File: src/shared/i2cs_pkg.sv
/*
 * package of the two-wire slave with clock-line time-out:
 * register indices, field positions, reset values, timing counts, fsm states.
 * assumes an 8-bit register port with a 4-bit register index.
 */
package i2cs_pkg;

    // ****************************************
    // register index map
    // ****************************************
    localparam logic [3:0] REG_CTRL_ZERO = 4'h0;
    localparam logic [3:0] REG_CTRL_ONE  = 4'h1;
    localparam logic [3:0] REG_OWN_ADDR  = 4'h2;
    localparam logic [3:0] REG_DATA      = 4'h3;
    localparam logic [3:0] REG_TMO_CTRL  = 4'h4;
    localparam logic [3:0] REG_IRQ_STAT  = 4'h5;
    localparam logic [3:0] REG_IRQ_CLR   = 4'h6;
    localparam logic [3:0] REG_IRQ_EN    = 4'h7;

    // ****************************************
    // field positions
    // ****************************************
    localparam int CZ_ENABLE   = 0;
    localparam int C1_MATCH    = 7;
    localparam int C1_BUSY     = 6;
    localparam int C1_TXSEL    = 4;
    localparam int C1_ACKSEND  = 3;
    localparam int C1_MRREQ    = 2;
    localparam int C1_ACKRCV   = 0;
    localparam int TO_ENABLE   = 7;
    localparam int TO_FLAG     = 6;
    localparam int IRQ_MATCH   = 0;
    localparam int IRQ_BYTE    = 1;
    localparam int IRQ_TMO     = 2;
    localparam int IRQ_BITS    = 3;
    localparam int SCL_IDX     = 0;
    localparam int SDA_IDX     = 1;

    // ****************************************
    // reset values
    // ****************************************
    localparam logic [7:0] RST_BYTE    = 8'h00;
    localparam logic [7:0] RST_TMO     = 8'h00;
    localparam logic [2:0] RST_IRQ     = 3'h0;

    // ****************************************
    // timing counts
    // ****************************************
    localparam int         SUB_DIV     = 32;
    localparam logic [4:0] SUB_DIV_MAX = 5'(SUB_DIV - 1);
    localparam logic [3:0] BYTE_BITS   = 4'h8;

    // ****************************************
    // bus states
    // ****************************************
    typedef enum logic [3:0] {
        ST_IDLE, ST_ADDR, ST_AACK, ST_HOLD, ST_TX, ST_TXACK, ST_RX, ST_RXACK, ST_WAIT
    } i2cs_state_t;

endpackage

File: src/design/i2cs_tmo.sv
/*
 * time-out counter of the two-wire slave, ticking on the sub-clock divided by 32.
 * assumes subclk_i is a slow pin clock and the pulses arm, clr, halt come from clk logic.
 */
`timescale 1ns/100ps
module i2cs_tmo (
    // clock and reset
    input  wire logic       clk,
    input  wire logic       rstn,
    // sub-clock pin
    input  wire logic       subclk_i,
    // control
    input  wire logic       arm,
    input  wire logic       clr,
    input  wire logic       halt,
    input  wire logic       enable,
    input  wire logic [5:0] period,
    // result
    output logic            overflow_r
);
    import i2cs_pkg::*;

    // ****************************************
    // sub-clock sampling
    // ****************************************
    logic       m1_r, m2_r, m3_r, sub_r;
    logic       tick;
    logic       run_r;
    logic [4:0] div_r;
    logic [5:0] cnt_r;

    always_ff @(posedge clk) begin
        if (!rstn) begin
            m1_r <= 1'b0;
            m2_r <= 1'b0;
            m3_r <= 1'b0;
            sub_r <= 1'b0;
        end else begin
            m1_r <= subclk_i;
            m2_r <= m1_r;
            m3_r <= m2_r;
            if (m2_r == m3_r)
                sub_r <= m3_r;
        end
    end

    assign tick = (m2_r == m3_r) && m3_r && !sub_r;

    // ****************************************
    // counter
    // ****************************************
    always_ff @(posedge clk) begin
        if (!rstn) begin
            run_r <= 1'b0;
            div_r <= 5'h0;
            cnt_r <= 6'h0;
            overflow_r <= 1'b0;
        end else begin
            overflow_r <= 1'b0;
            if (halt || overflow_r) begin
                run_r <= 1'b0;  // RULE11
            end else if (arm) begin
                run_r <= 1'b1;  // RULE9
            end
            if (clr || arm) begin
                div_r <= 5'h0;  // RULE9
                cnt_r <= 6'h0;
            end else if (run_r && enable && tick) begin  // RULE18
                div_r <= div_r + 5'h1;
                if (div_r == SUB_DIV_MAX) begin
                    cnt_r <= cnt_r + 6'h1;
                    if (cnt_r == period) begin
                        overflow_r <= 1'b1;  // RULE10 RULE15
                        run_r <= 1'b0;  // RULE12
                    end
                end
            end
        end
    end

    a_clear_on_fall: assert property (@(posedge clk) disable iff (!rstn) // RULE9
        clr |=> (cnt_r == 6'h0) && (div_r == 5'h0))
        else $error("time-out count not cleared by clock fall");

    a_no_count_off: assert property (@(posedge clk) disable iff (!rstn) // RULE18
        (!enable && !clr && !arm) |=> $stable(cnt_r))
        else $error("time-out counted while disabled");

endmodule // i2cs_tmo

File: src/design/i2cs_slave.sv
/*
 * two-wire bus slave: address match, byte transfer with acknowledge,
 * clock stretching until software touches the data buffer, time-out watchdog.
 * assumes an external master on the pins and software on the 8-bit register port.
 */
// Behaviour
// RULE1: acknowledge when calling address matches own
// RULE2: master sends stop when no acknowledge
// RULE3: software sets transmit select from read request
// RULE4: 8-bit bytes, msb first, after address ack
// RULE5: receiver acknowledges low on ninth clock
// RULE6: transmitter stops and releases on no ack
// RULE7: all bytes pass through data buffer
// RULE8: clock held low until buffer access
// RULE9: counter starts on match, cleared each fall
// RULE10: time-out when gap exceeds period
// RULE11: supervision stops on stop condition
// RULE12: overflow stops counter, flags, interrupts
// RULE13: time-out resets logic and control one
// RULE14: time-out flag cleared only by software zero
// RULE15: period is n+1 ticks of sub/32
// RULE16: seven-bit address compare sets match flag
// RULE17: eighth bit captured as read request
// RULE18: count only when enabled, events synchronised
// RULE19: hold clock low after each byte; code skips the hold after a transmitted byte that gets no ack
`timescale 1ns/100ps
module i2cs_slave (
    // clock and reset
    input  wire logic       clk,
    input  wire logic       rstn,
    // register port
    input  wire logic [3:0] reg_addr,
    input  wire logic [7:0] reg_wdata,
    input  wire logic       reg_wr,
    input  wire logic       reg_rd,
    output logic [7:0]      reg_rdata_r,
    // two-wire pins
    input  wire logic       scl_i,
    output logic            scl_o_r,
    output logic            scl_oe_r,
    input  wire logic       sda_i,
    output logic            sda_o_r,
    output logic            sda_oe_r,
    // sub-clock pin
    input  wire logic       subclk_i,
    // interrupt
    output logic            irq_r
);
    import i2cs_pkg::*;

    // ****************************************
    // declarations
    // ****************************************
    i2cs_state_t   state_r;
    logic [1:0]    m1_r, m2_r, m3_r, lvl_r;
    logic [1:0]    chg;
    logic          scl_rise, scl_fall, start_det, stop_det;
    logic [7:0]    ctrl_zero_r, own_addr_r, data_r, tmo_ctrl_r;
    logic [7:0]    shift_r, tx_sh_r;
    logic [3:0]    cnt_r;
    logic          txsel_r, acksend_r, match_r, busy_r, mrreq_r, ackrcv_r;
    logic          ev_match, ev_byte, tmo_ovf;
    logic [2:0]    irq_stat_r, irq_en_r, events;
    logic          wr_data, rd_data, release_hold, rx_load, enabled;
    logic [7:0]    rdata_nxt;

    // ****************************************
    // pin synchronisers
    // ****************************************
    genvar gi;
    generate
        for (gi = 0; gi < 2; gi++) begin : g_sync
            always_ff @(posedge clk) begin
                if (!rstn) begin
                    m1_r[gi] <= 1'b1;
                    m2_r[gi] <= 1'b1;
                    m3_r[gi] <= 1'b1;
                    lvl_r[gi] <= 1'b1;
                end else begin
                    m1_r[gi] <= (gi == SCL_IDX) ? scl_i : sda_i;
                    m2_r[gi] <= m1_r[gi];
                    m3_r[gi] <= m2_r[gi];
                    if (m2_r[gi] == m3_r[gi])
                        lvl_r[gi] <= m3_r[gi];
                end
            end
            assign chg[gi] = (m2_r[gi] == m3_r[gi]) && (m3_r[gi] != lvl_r[gi]);
        end
    endgenerate

    assign scl_rise  = chg[SCL_IDX] && m3_r[SCL_IDX];
    assign scl_fall  = chg[SCL_IDX] && !m3_r[SCL_IDX];
    assign start_det = chg[SDA_IDX] && !m3_r[SDA_IDX] && lvl_r[SCL_IDX];
    assign stop_det  = chg[SDA_IDX] && m3_r[SDA_IDX] && lvl_r[SCL_IDX];
    assign enabled   = ctrl_zero_r[CZ_ENABLE];

    // ****************************************
    // register access decode
    // ****************************************
    assign wr_data      = reg_wr && (reg_addr == REG_DATA);
    assign rd_data      = reg_rd && (reg_addr == REG_DATA);
    assign release_hold = (state_r == ST_HOLD) && (txsel_r ? wr_data : rd_data);  // RULE8
    assign rx_load      = (state_r == ST_RX) && scl_fall && (cnt_r == BYTE_BITS);

    // ****************************************
    // software registers
    // ****************************************
    always_ff @(posedge clk) begin
        if (!rstn) begin
            ctrl_zero_r <= RST_BYTE;
            own_addr_r <= RST_BYTE;
        end else if (reg_wr) begin
            if (reg_addr == REG_CTRL_ZERO)
                ctrl_zero_r <= reg_wdata;
            if (reg_addr == REG_OWN_ADDR)
                own_addr_r <= {reg_wdata[7:1], 1'b0};
        end
    end

    always_ff @(posedge clk) begin
        if (!rstn) begin
            data_r <= RST_BYTE;
        end else if (rx_load) begin
            data_r <= shift_r;  // RULE7
        end else if (wr_data) begin
            data_r <= reg_wdata;  // RULE7
        end
    end

    always_ff @(posedge clk) begin
        if (!rstn || tmo_ovf) begin
            txsel_r <= 1'b0;  // RULE13
            acksend_r <= 1'b0;
        end else if (reg_wr && (reg_addr == REG_CTRL_ONE)) begin
            txsel_r <= reg_wdata[C1_TXSEL];  // RULE3
            acksend_r <= reg_wdata[C1_ACKSEND];
        end
    end

    always_ff @(posedge clk) begin
        if (!rstn) begin
            tmo_ctrl_r <= RST_TMO;
        end else begin
            if (reg_wr && (reg_addr == REG_TMO_CTRL)) begin
                tmo_ctrl_r[TO_ENABLE] <= reg_wdata[TO_ENABLE];
                tmo_ctrl_r[TO_FLAG] <= tmo_ctrl_r[TO_FLAG] & reg_wdata[TO_FLAG];  // RULE14
                tmo_ctrl_r[5:0] <= reg_wdata[5:0];
            end
            if (tmo_ovf) begin
                tmo_ctrl_r[TO_ENABLE] <= 1'b0;  // RULE12
                tmo_ctrl_r[TO_FLAG] <= 1'b1;  // RULE12 RULE14
            end
        end
    end

    // ****************************************
    // time-out counter
    // ****************************************
    i2cs_tmo i_i2cs_tmo (
        .clk        (clk),
        .rstn       (rstn),
        .subclk_i   (subclk_i),
        .arm        (ev_match),
        .clr        (scl_fall),
        .halt       (stop_det),
        .enable     (tmo_ctrl_r[TO_ENABLE]),
        .period     (tmo_ctrl_r[5:0]),
        .overflow_r (tmo_ovf)
    );

    // ****************************************
    // bus state machine
    // ****************************************
    assign ev_match = (state_r == ST_ADDR) && scl_fall && (cnt_r == BYTE_BITS)
                      && (shift_r[7:1] == own_addr_r[7:1]);  // RULE16
    assign ev_byte  = scl_fall && ((state_r == ST_TXACK) || (state_r == ST_RXACK));

    always_ff @(posedge clk) begin
        if (!rstn || tmo_ovf || !enabled) begin
            state_r <= ST_IDLE;  // RULE13
            cnt_r <= 4'h0;
            shift_r <= RST_BYTE;
            tx_sh_r <= RST_BYTE;
            sda_oe_r <= 1'b0;
            scl_oe_r <= 1'b0;
            match_r <= 1'b0;
            busy_r <= 1'b0;
            mrreq_r <= 1'b0;
            ackrcv_r <= 1'b0;
        end else if (stop_det) begin
            state_r <= ST_IDLE;
            sda_oe_r <= 1'b0;
            scl_oe_r <= 1'b0;
            busy_r <= 1'b0;
            match_r <= 1'b0;
        end else if (start_det) begin
            state_r <= ST_ADDR;
            cnt_r <= 4'h0;
            sda_oe_r <= 1'b0;
            scl_oe_r <= 1'b0;
            busy_r <= 1'b1;
            match_r <= 1'b0;
        end else begin
            if (scl_rise) begin
                shift_r <= {shift_r[6:0], lvl_r[SDA_IDX]};  // RULE4
                cnt_r <= cnt_r + 4'h1;
            end
            case (state_r)
                ST_ADDR: begin
                    if (scl_fall && (cnt_r == BYTE_BITS)) begin
                        cnt_r <= 4'h0;
                        if (ev_match) begin
                            sda_oe_r <= 1'b1;  // RULE1
                            match_r <= 1'b1;  // RULE16
                            mrreq_r <= shift_r[0];  // RULE17
                            state_r <= ST_AACK;
                        end else begin
                            state_r <= ST_WAIT;
                        end
                    end
                end
                ST_AACK: begin
                    if (scl_fall) begin
                        sda_oe_r <= 1'b0;
                        scl_oe_r <= 1'b1;  // RULE8
                        state_r <= ST_HOLD;
                    end
                end
                ST_HOLD: begin
                    cnt_r <= 4'h0;
                    if (release_hold) begin
                        scl_oe_r <= 1'b0;  // RULE8
                        if (txsel_r) begin
                            tx_sh_r <= reg_wdata;
                            sda_oe_r <= !reg_wdata[7];  // RULE4
                            state_r <= ST_TX;
                        end else begin
                            state_r <= ST_RX;
                        end
                    end
                end
                ST_TX: begin
                    if (scl_fall) begin
                        if (cnt_r == BYTE_BITS) begin
                            sda_oe_r <= 1'b0;
                            cnt_r <= 4'h0;
                            state_r <= ST_TXACK;
                        end else begin
                            sda_oe_r <= !tx_sh_r[6];  // RULE4
                            tx_sh_r <= {tx_sh_r[6:0], 1'b0};
                        end
                    end
                end
                ST_TXACK: begin
                    if (scl_rise)
                        ackrcv_r <= lvl_r[SDA_IDX];
                    if (scl_fall) begin
                        if (!ackrcv_r) begin
                            scl_oe_r <= 1'b1;  // RULE19
                            state_r <= ST_HOLD;
                        end else begin
                            state_r <= ST_WAIT;  // RULE6
                        end
                    end
                end
                ST_RX: begin
                    if (rx_load) begin
                        sda_oe_r <= !acksend_r;  // RULE5
                        cnt_r <= 4'h0;
                        state_r <= ST_RXACK;
                    end
                end
                ST_RXACK: begin
                    if (scl_fall) begin
                        sda_oe_r <= 1'b0;
                        scl_oe_r <= 1'b1;  // RULE19
                        state_r <= ST_HOLD;
                    end
                end
                ST_IDLE, ST_WAIT: begin
                    sda_oe_r <= 1'b0;  // RULE2 RULE6
                end
                default: begin
                    state_r <= ST_IDLE;
                end
            endcase
        end
    end

    // ****************************************
    // interrupt
    // ****************************************
    assign events = {tmo_ovf, ev_byte, ev_match};  // RULE12 RULE16

    always_ff @(posedge clk) begin
        if (!rstn) begin
            irq_stat_r <= RST_IRQ;
            irq_en_r <= RST_IRQ;
            irq_r <= 1'b0;
        end else begin
            if (reg_wr && (reg_addr == REG_IRQ_CLR))
                irq_stat_r <= (irq_stat_r & ~reg_wdata[2:0]) | events;
            else
                irq_stat_r <= irq_stat_r | events;
            if (reg_wr && (reg_addr == REG_IRQ_EN))
                irq_en_r <= reg_wdata[2:0];
            irq_r <= |(irq_stat_r & irq_en_r);
        end
    end

    // ****************************************
    // read data and pin drive values
    // ****************************************
    always_comb begin
        rdata_nxt = 8'h00;
        case (reg_addr)
            REG_CTRL_ZERO: rdata_nxt = ctrl_zero_r;
            REG_CTRL_ONE:  rdata_nxt = {match_r, busy_r, 1'b0, txsel_r, acksend_r, mrreq_r, 1'b0, ackrcv_r};
            REG_OWN_ADDR:  rdata_nxt = own_addr_r;
            REG_DATA:      rdata_nxt = data_r;
            REG_TMO_CTRL:  rdata_nxt = tmo_ctrl_r;
            REG_IRQ_STAT:  rdata_nxt = {5'h00, irq_stat_r};
            REG_IRQ_EN:    rdata_nxt = {5'h00, irq_en_r};
            default:       rdata_nxt = 8'h00;
        endcase
    end

    always_ff @(posedge clk) begin
        if (!rstn) begin
            reg_rdata_r <= 8'h00;
            scl_o_r <= 1'b0;
            sda_o_r <= 1'b0;
        end else begin
            reg_rdata_r <= reg_rd ? rdata_nxt : 8'h00;
            scl_o_r <= 1'b0;
            sda_o_r <= 1'b0;
        end
    end

    // ****************************************
    // checks
    // ****************************************
    a_addr_ack_drive: assert property (@(posedge clk) disable iff (!rstn) // RULE1
        (ev_match && !tmo_ovf) |=> sda_oe_r && match_r && (state_r == ST_AACK))
        else $error("no acknowledge after address match");

    a_txsel_written: assert property (@(posedge clk) disable iff (!rstn) // RULE3
        (reg_wr && reg_addr == REG_CTRL_ONE && !tmo_ovf) |=> txsel_r == $past(reg_wdata[C1_TXSEL]))
        else $error("transmit select not taken from write");

    a_msb_first: assert property (@(posedge clk) disable iff (!rstn) // RULE4
        (release_hold && txsel_r && !stop_det && !start_det && !tmo_ovf && enabled)
        |=> sda_oe_r == !$past(reg_wdata[7]))
        else $error("first bit sent is not msb");

    a_rx_ack_level: assert property (@(posedge clk) disable iff (!rstn) // RULE5
        (rx_load && !stop_det && !start_det && !tmo_ovf && enabled) |=> sda_oe_r == !$past(acksend_r))
        else $error("receiver acknowledge level wrong");

    a_nack_release: assert property (@(posedge clk) disable iff (!rstn) // RULE6
        (state_r == ST_TXACK && scl_fall && ackrcv_r) |=> !sda_oe_r ##1 !sda_oe_r)
        else $error("data line not released after no acknowledge");

    a_rx_buffer: assert property (@(posedge clk) disable iff (!rstn) // RULE7
        rx_load |=> data_r == $past(shift_r))
        else $error("received byte not stored in buffer");

    a_hold_clock: assert property (@(posedge clk) disable iff (!rstn) // RULE8
        (state_r == ST_HOLD && !release_hold && !stop_det && !start_det && !tmo_ovf && enabled)
        |=> scl_oe_r)
        else $error("clock line not held in hold state");

    a_tmo_effect: assert property (@(posedge clk) disable iff (!rstn) // RULE12
        tmo_ovf |=> !tmo_ctrl_r[TO_ENABLE] && tmo_ctrl_r[TO_FLAG] && irq_stat_r[IRQ_TMO])
        else $error("time-out effects missing");

    a_tmo_reset: assert property (@(posedge clk) disable iff (!rstn) // RULE13
        tmo_ovf |=> (state_r == ST_IDLE) && !txsel_r && !match_r && !scl_oe_r && $stable(own_addr_r))
        else $error("time-out did not reset interface");

    a_flag_sticky: assert property (@(posedge clk) disable iff (!rstn) // RULE14
        (tmo_ctrl_r[TO_FLAG] && !(reg_wr && reg_addr == REG_TMO_CTRL && !reg_wdata[TO_FLAG]))
        |=> tmo_ctrl_r[TO_FLAG])
        else $error("time-out flag cleared without software zero");

    c_match: cover property (@(posedge clk) disable iff (!rstn) ev_match);
    c_tx_byte: cover property (@(posedge clk) disable iff (!rstn) state_r == ST_TXACK && scl_fall);
    c_rx_byte: cover property (@(posedge clk) disable iff (!rstn) rx_load);
    c_timeout: cover property (@(posedge clk) disable iff (!rstn) tmo_ovf);

endmodule // i2cs_slave

File: config.mk
export PLATFORM = sky130hd
export DESIGN_NAME = i2cs_slave
export DESIGN_NICKNAME = d
export VERILOG_FILES = /design/src/shared/i2cs_pkg.sv /design/src/design/i2cs_tmo.sv /design/src/design/i2cs_slave.sv
export SDC_FILE = /design/constraint.sdc
export NUM_CORES = 1
export LEC_CHECK = 0
export BUFFER_PORTS_ARGS = -buffer_cell sky130_fd_sc_hd__buf_2
export CORE_MARGIN = 3
export CORE_UTILIZATION = 30
export CTS_CLUSTER_DIAMETER = 100
export DETAILED_ROUTE_END_ITERATION = 10
export PLACE_DENSITY = 0.58
export SYNTH_ARGS = -nofsm -noshare
export SYNTH_HDL_FRONTEND = slang
export SYNTH_HIERARCHICAL = 1
export SYNTH_SLANG_ARGS = --single-unit
File: constraint.sdc
create_clock -name clk -period 1.9 [get_ports clk]
set_input_delay 0.38 -clock clk [delete_from_list [all_inputs] [get_ports clk]]
set_output_delay 0.38 -clock clk [all_outputs]
set_load 0.1 [all_outputs]
Yosys cells after proc, flatten, opt, wreduce, memory -nomap -nowiden
Cells that the tools add are included.
{ "op_classes": {"addsub": 3, "n_eq_ne": 43, "muxes": 52, "n_bitwise": 12, "reduce_logical": 67} }
{ "ops": {"columns": ["operator", "n"], "rows": [
  ["2-to-1 mux 4 bit", 15],
  ["case mux 8 bit (7 select lines)", 1],
  ["2-to-1 mux 7 bit", 5],
  ["equality test 4 x 3 -> 1 bit (second input constant)", 8],
  ["case mux 4 bit (7 select lines)", 1],
  ["logical AND 1 bit", 26],
  ["AND reduction 8 bit", 3],
  ["2-to-1 mux 1 bit", 22],
  ["equality test 4 x 2 -> 1 bit (second input constant)", 4],
  ["2-to-1 mux 8 bit", 2],
  ["case mux 4 bit (4 select lines)", 1],
  ["!= test 2 bit (second input constant)", 7],
  ["case mux 7 bit (2 select lines)", 1],
  ["!= test 2 x 1 -> 1 bit (second input constant)", 5],
  ["AND reduction 5 bit", 2],
  ["OR reduction 2 bit", 5],
  ["!= test 3 x 2 -> 1 bit (second input constant)", 3],
  ["!= test 3 bit (second input constant)", 3],
  ["equality test 4 x 1 -> 1 bit (second input constant)", 2],
  ["equality test 4 bit (second input constant)", 2],
  ["zero test 1 bit", 8],
  ["zero test 4 bit", 2],
  ["AND reduction 2 bit", 4],
  ["equality test 7 bit", 1],
  ["26 further kinds", 44]
]} }
{ "totals": {"ff_bits": 102, "input_bits": 19, "output_inout_bits": 13, "wordCells": 216} }

Depth between registers and ports, before layout
{ "depth": {"ltp_word": 12, "depth_mapped": 10, "ltp_nobuf": 10} }

Cells and area by module
The synthesis kept the hierarchy.
{ "modules_own_cells": {"columns": ["mod", "instances", "cells_per_inst", "area_each_um2", "seq_area_each_um2"], "rows": [
  ["i2cs_slave", 1, 484, 4219.0, 1701.6],
  ["i2cs_tmo", 1, 77, 747.0, 340.3]
]} }

Least setup slack after synthesis
No wires, ideal clock.
{ "synth_timing": {"path_type": "reg-to-reg", "start": "register lvl_r[0]", "end": "register i_i2cs_tmo.cnt_r[0]", "t_arrival_ns": 1.834, "required_ns": 1.772, "setup_slack_ns": -0.061, "stages_incl_launch_ff": 11, "path_cell_list": "dfxtp_1 > buf_4 > or3b_1 > buf_6 > nor4_4 > nand3_2 > clkinv_1 > nor2_1 > nand2_1 > clkbuf_1 > nor2_1"} }
{ "synth_between": {"elab_chain_len": 8} }
{ "synth_lines": {"columns": ["item", "line_no", "text"], "rows": [
  ["start, declared", "i2cs_slave.sv:55", "logic [1:0] m1_r, m2_r, m3_r, lvl_r;"],
  ["start signal, assigned by index", "i2cs_slave.sv:84", "lvl_r[gi] <= m3_r[gi];"],
  ["!= test 1 bit", "i2cs_slave.sv:87", "assign chg[gi] = (m2_r[gi] == m3_r[gi]) && (m3_r[gi] != lvl_r[gi]);"],
  ["logical AND 1 bit", "i2cs_slave.sv:87", null],
  ["logical AND 1 bit", "i2cs_slave.sv:92", "assign scl_fall = chg[SCL_IDX] && !m3_r[SCL_IDX];"],
  ["logical AND 1 bit (2 in series)", "i2cs_slave.sv:174", "assign ev_match = (state_r == ST_ADDR) && scl_fall && (cnt_r == BYTE_BITS)"],
  ["logical AND 1 bit", "i2cs_slave.sv:175", "&& (shift_r[7:1] == own_addr_r[7:1]);"],
  ["via ev_match", "i2cs_slave.sv:62", "logic ev_match, ev_byte, tmo_ovf;"],
  ["logical OR 1 bit", "i2cs_tmo.sv:65", "if (clr || arm) begin"],
  ["OR reduction 2 bit (no source line)", null, null],
  ["end signal, assigned", "i2cs_tmo.sv:71", "cnt_r <= cnt_r + 6'h1;"],
  ["end, declared", "i2cs_tmo.sv:30", "logic [5:0] cnt_r;"]
]} }
The timed path passes the listed nets, and every way through them passes these cells.
A chain may end at the register's enable or synchronous reset.

Worst setup path in the final report
{ "layout_timing": {"start": "register lvl_r[0]", "end": "register i_i2cs_tmo.overflow_r"} }
{ "layout_between": {"elab_chain_len": 8} }
{ "layout_lines": {"columns": ["item", "line_no", "text"], "rows": [
  ["!= test 1 bit", "i2cs_slave.sv:87", null],
  ["logical AND 1 bit", "i2cs_slave.sv:87", null],
  ["logical AND 1 bit", "i2cs_slave.sv:92", null],
  ["logical AND 1 bit (2 in series)", "i2cs_slave.sv:174", null],
  ["logical AND 1 bit", "i2cs_slave.sv:175", null],
  ["via ev_match", "i2cs_slave.sv:62", null],
  ["logical OR 1 bit", "i2cs_tmo.sv:65", null],
  ["OR reduction 4 bit (no source line)", null, null],
  ["end signal, assigned", "i2cs_tmo.sv:57", "overflow_r <= 1'b0;"],
  ["end signal, assigned", "i2cs_tmo.sv:59", "overflow_r <= 1'b0;"],
  ["end signal, assigned", "i2cs_tmo.sv:73", "overflow_r <= 1'b1;"],
  ["end, declared", "i2cs_tmo.sv:19", "output logic overflow_r"]
]} }
The timed path passes the listed nets, and every way through them passes these cells.

==> results.md <==
* Cell Area, Synth at between 4000 and 5000 um2
* Diode count at 0
* WP data arrival at between 2000 and 2500 ps
* Clk root buf: clkbuf_16
* Peak fanout along the critical path at 7
* Clk_lat worst skew at 360 ps
* Top delay family on crit path: simple AND/OR/NAND/NOR gates
* Routed WL per cell at ~16 um
* Comb pwr share at 0.059
* CTS buffer count at 9
* CP max stage cell: or3b_4
* Cell-internal power at approximately 3.2 mW
* Finished Layout Cells at 830
* H-tree levels at 3
* Share of post-route cells with drive strength above 1 at 0.223
* Cells after DPL at 815
* Filler cells at 1,610
* Ports at 32
* Pre-Repair DR Iteration Count at 5
* Sink Count at 102
* Drt total wl at around 13 mm
* Delay of the slowest critical-path stage at 370 ps
* Synth Area in Adders at 0.0151
* Crit path time final at 1830 ps
* First-pass GRT wire length at 21.4 mm
* Synthesized area per cell at approximately 8.9 um2
* Critical Path, Cell by Cell: or3b_4, buf_6, nor4_4, nand3_2, inv_2, nor2_4, nand4_1, nor4_2, and2_1
* Vias at 4,307
* P_sw at 0.938 mW
* Die extent in y at 135 um
* Gr ovfl total at 0
* Die area at 18,100 um2
* Clock Path Buffers at 2
* Register cell area after layout at approximately 2000 um2
* Pin count of the biggest net entering global routing at 53
* Initial antenna violation count at 0
* Worst Path Required at 2150 ps
* Core ar. at 16,100 um2
* DRC violation count after routing at 0
* IO Port Bufs at 29
* CTS tree: yes
* Crit Path Class: reg2reg
* Sw Share at 0.229
* Final ANT Viol Nets at 0
* Post-Syn Instances at 561
* Total power per unit cell area at 689 nW/um2
* Sequential power share at 0.531
* Unrepaired setup endpoints after global routing: true
* Initial Util at 0.309
* Critical path buffer and inverter count at 2
* Final hold vios at 0
* FF+latch count, synth at 102
* VDD IR max at roughly 0.42 mV
* Synth Area in Compound Gates at 0.194
* Via density at 5.19
* Top FF cell, synth: dfxtp_1
* Worst-Margin Slew at 484 ps
* Leak at between 2 and 2.5 nW
* Xor/xnor share of the synthesized area at 0.0388
* Total of max-cap violations at 0
* Hold Path Class: in2reg
* Max Fclk at around 0.55 GHz
* # setup viols final at 0
* Status: complete, no violations
* Power share of the clock group at 0.410
* Mux cell area share after synthesis at 0.0438
* Yosys warns at 6
* Placer Congestion at 0.927
* Vias in the first global route at 4,048
* Die Width at 135 um
* Fin nets at 636
* Final period util at 0.961
* Post-synth EDFFs at 0
* Largest family of logic cells by synthesized area: simple AND/OR/NAND/NOR gates
* Max Slew Vio Count at 0
* Area Growth Syn to Fin at 19.6%
* Unique cell type count in the Yosys netlist at 73
* Startpoint types: flop
* Register area share after synthesis at 0.411
* Async S/R FF share, synth at 0
* Setup Skew at approximately 12 ps
* Clock Pin Slew Worst Setup and Hold Paths at 70 ps
* Site row count at 46
* Multi-input gate area at 2750 um2
* Worst slew margin at 0.669
* Gr usage total at 0.150
* Simple-Gate Fraction of Synth Area at 0.245
* Initial DRC count at roughly 360
* DPL Wire Length at 9.75 mm
* Fin util at 0.370
* Setup crit end kind: flop
[path summary, 6_finish.rpt]
| path | slack [ps] | cells after the start | end | startpoint |
|---|---|---|---|---|
| setup / recovery | 70 | 9 | i_i2cs_tmo/overflow_r | lvl_r[0] |
| hold / removal | 210 | 2 | m1_r[1] | sda_i |
| setup reg to reg | 70 | 9 | i_i2cs_tmo/overflow_r | lvl_r[0] |
| hold reg to reg | 410 | 1 | m2_r[1] | m1_r[1] |
[Yosys cell counts (all sizes together) (3+ instances only)]
| library cell | n | area (um2) |
|---|---|---|
| nor2 | 41 | 164 |
| a21boi | 25 | 191 |
| inv | 8 | 30.0 |
| mux2 | 4 | 45.0 |
| buf | 19 | 131 |
| o211a | 8 | 80.1 |
| o21ai | 13 | 68.8 |
| a31oi | 12 | 75.1 |
| nand2 | 79 | 297 |
| xnor2 | 6 | 52.6 |
| nand2b | 10 | 62.6 |
| or3b | 3 | 26.3 |
| mux2i | 15 | 150 |
| a2111oi | 3 | 26.3 |
| ha | 6 | 75.1 |
| nand3b | 6 | 45.0 |
| nand4 | 7 | 50.1 |
| dfxtp | 102 | 2040 |
| xor2 | 16 | 140 |
| a222oi | 3 | 30.0 |
| o211ai | 3 | 22.5 |
| clkbuf | 20 | 75.1 |
| nor4 | 4 | 46.3 |
| a32oi | 3 | 26.3 |
| a22oi | 11 | 82.6 |
| a21oi | 28 | 151 |
| and2 | 5 | 31.3 |
| nor2b | 8 | 50.1 |
| a211oi | 10 | 100 |
| nand3 | 45 | 243 |
| nor3 | 6 | 40.0 |
[registers in the layout, summed over array words and instances (netlist names), 2 cells and up]
signal	flops
m3_r	2
shift_r	8
tx_sh_r	7
irq_stat_r	3
tmo_ctrl_r	8
ctrl_zero_r	8
data_r	8
m2_r	2
cnt_r	4
i_i2cs_tmo/div_r	5
m1_r	2
reg_rdata_r	8
own_addr_r	7
state_r	4
i_i2cs_tmo/cnt_r	6
irq_en_r	3
lvl_r	2
[stage by stage]
step                area [um2]  worst slack, ps  hold WS, ps  total power, mW  setup TNS, ps
floorplan                 4970             46.2          386             2.35              0
global route              5940            -22.2          208             4.24          -22.2
CTS                       5860             30.7          202             4.13              0
detailed placement        5590            -66.4          397             2.46           -497
global placement          5590             -107          396             2.45           -725
finish                    5940             73.7          209             4.09              0
[cell type report]
cell class                      instances  area share
Clock buffer                           12      0.0415
Clock inverter                          2     0.00169
Inverter                               10     0.00843
Multi-Input combinational cell        411       0.463
Sequential cell                       102       0.345
Tap cell                              216      0.0455
Timing Repair Buffer                   77      0.0948
[cells in the final DEF (no fill, tap or decap), types with 11 or more instances in the layout]
cell       n
a21boi_0  23
a21oi_1   27
a22oi_1   11
a31oi_1   12
buf_2     29
buf_4     42
dfxtp_1   98
mux2i_1   15
nand2_1   79
nand3_1   43
nor2_1    36
o21ai_0   11
xor2_1    16
[per-layer routing]
metal	wire length, um	global-route usage	up-vias
met4	217	0.0560	0
met1	6220	0.201	2079
met5	0	0	-
met3	649	0.0265	14
met2	6270	0.243	119
li1	-	-	2095
[power groups by stage]
stage / sequential [mW] / clock [mW] / combinational, mW
3_3_place_gp: 2.22 / 0 / 0.235
4_1_cts: 2.17 / 1.72 / 0.239
6_report: 2.17 / 1.68 / 0.243
2_1_floorplan: 2.22 / 0 / 0.134
3_5_place_dp: 2.22 / 0 / 0.237
5_1_grt: 2.17 / 1.81 / 0.262
[kinds of logic (layout without fill, tap and decap cells)]
logic type,after synthesis,in the layout
flip-flops,102,102
AND/OR/NAND/NOR,232,232
XOR/XNOR,22,22
buffers and inverters,49,101
multiplexers,20,20
other,1,2
AO/OA/AOI/OAI,129,129
adder cells (fa/ha/maj),6,6
[repair_timing]
action | CTS | global route
hold buffers | 0 | 0
setup endpoints to repair | 3 | 30
resized for setup | 3 | 18
buffers inserted | 0 | 1
pin swaps | 0 | 8
(Power assumes the default switching activity.)
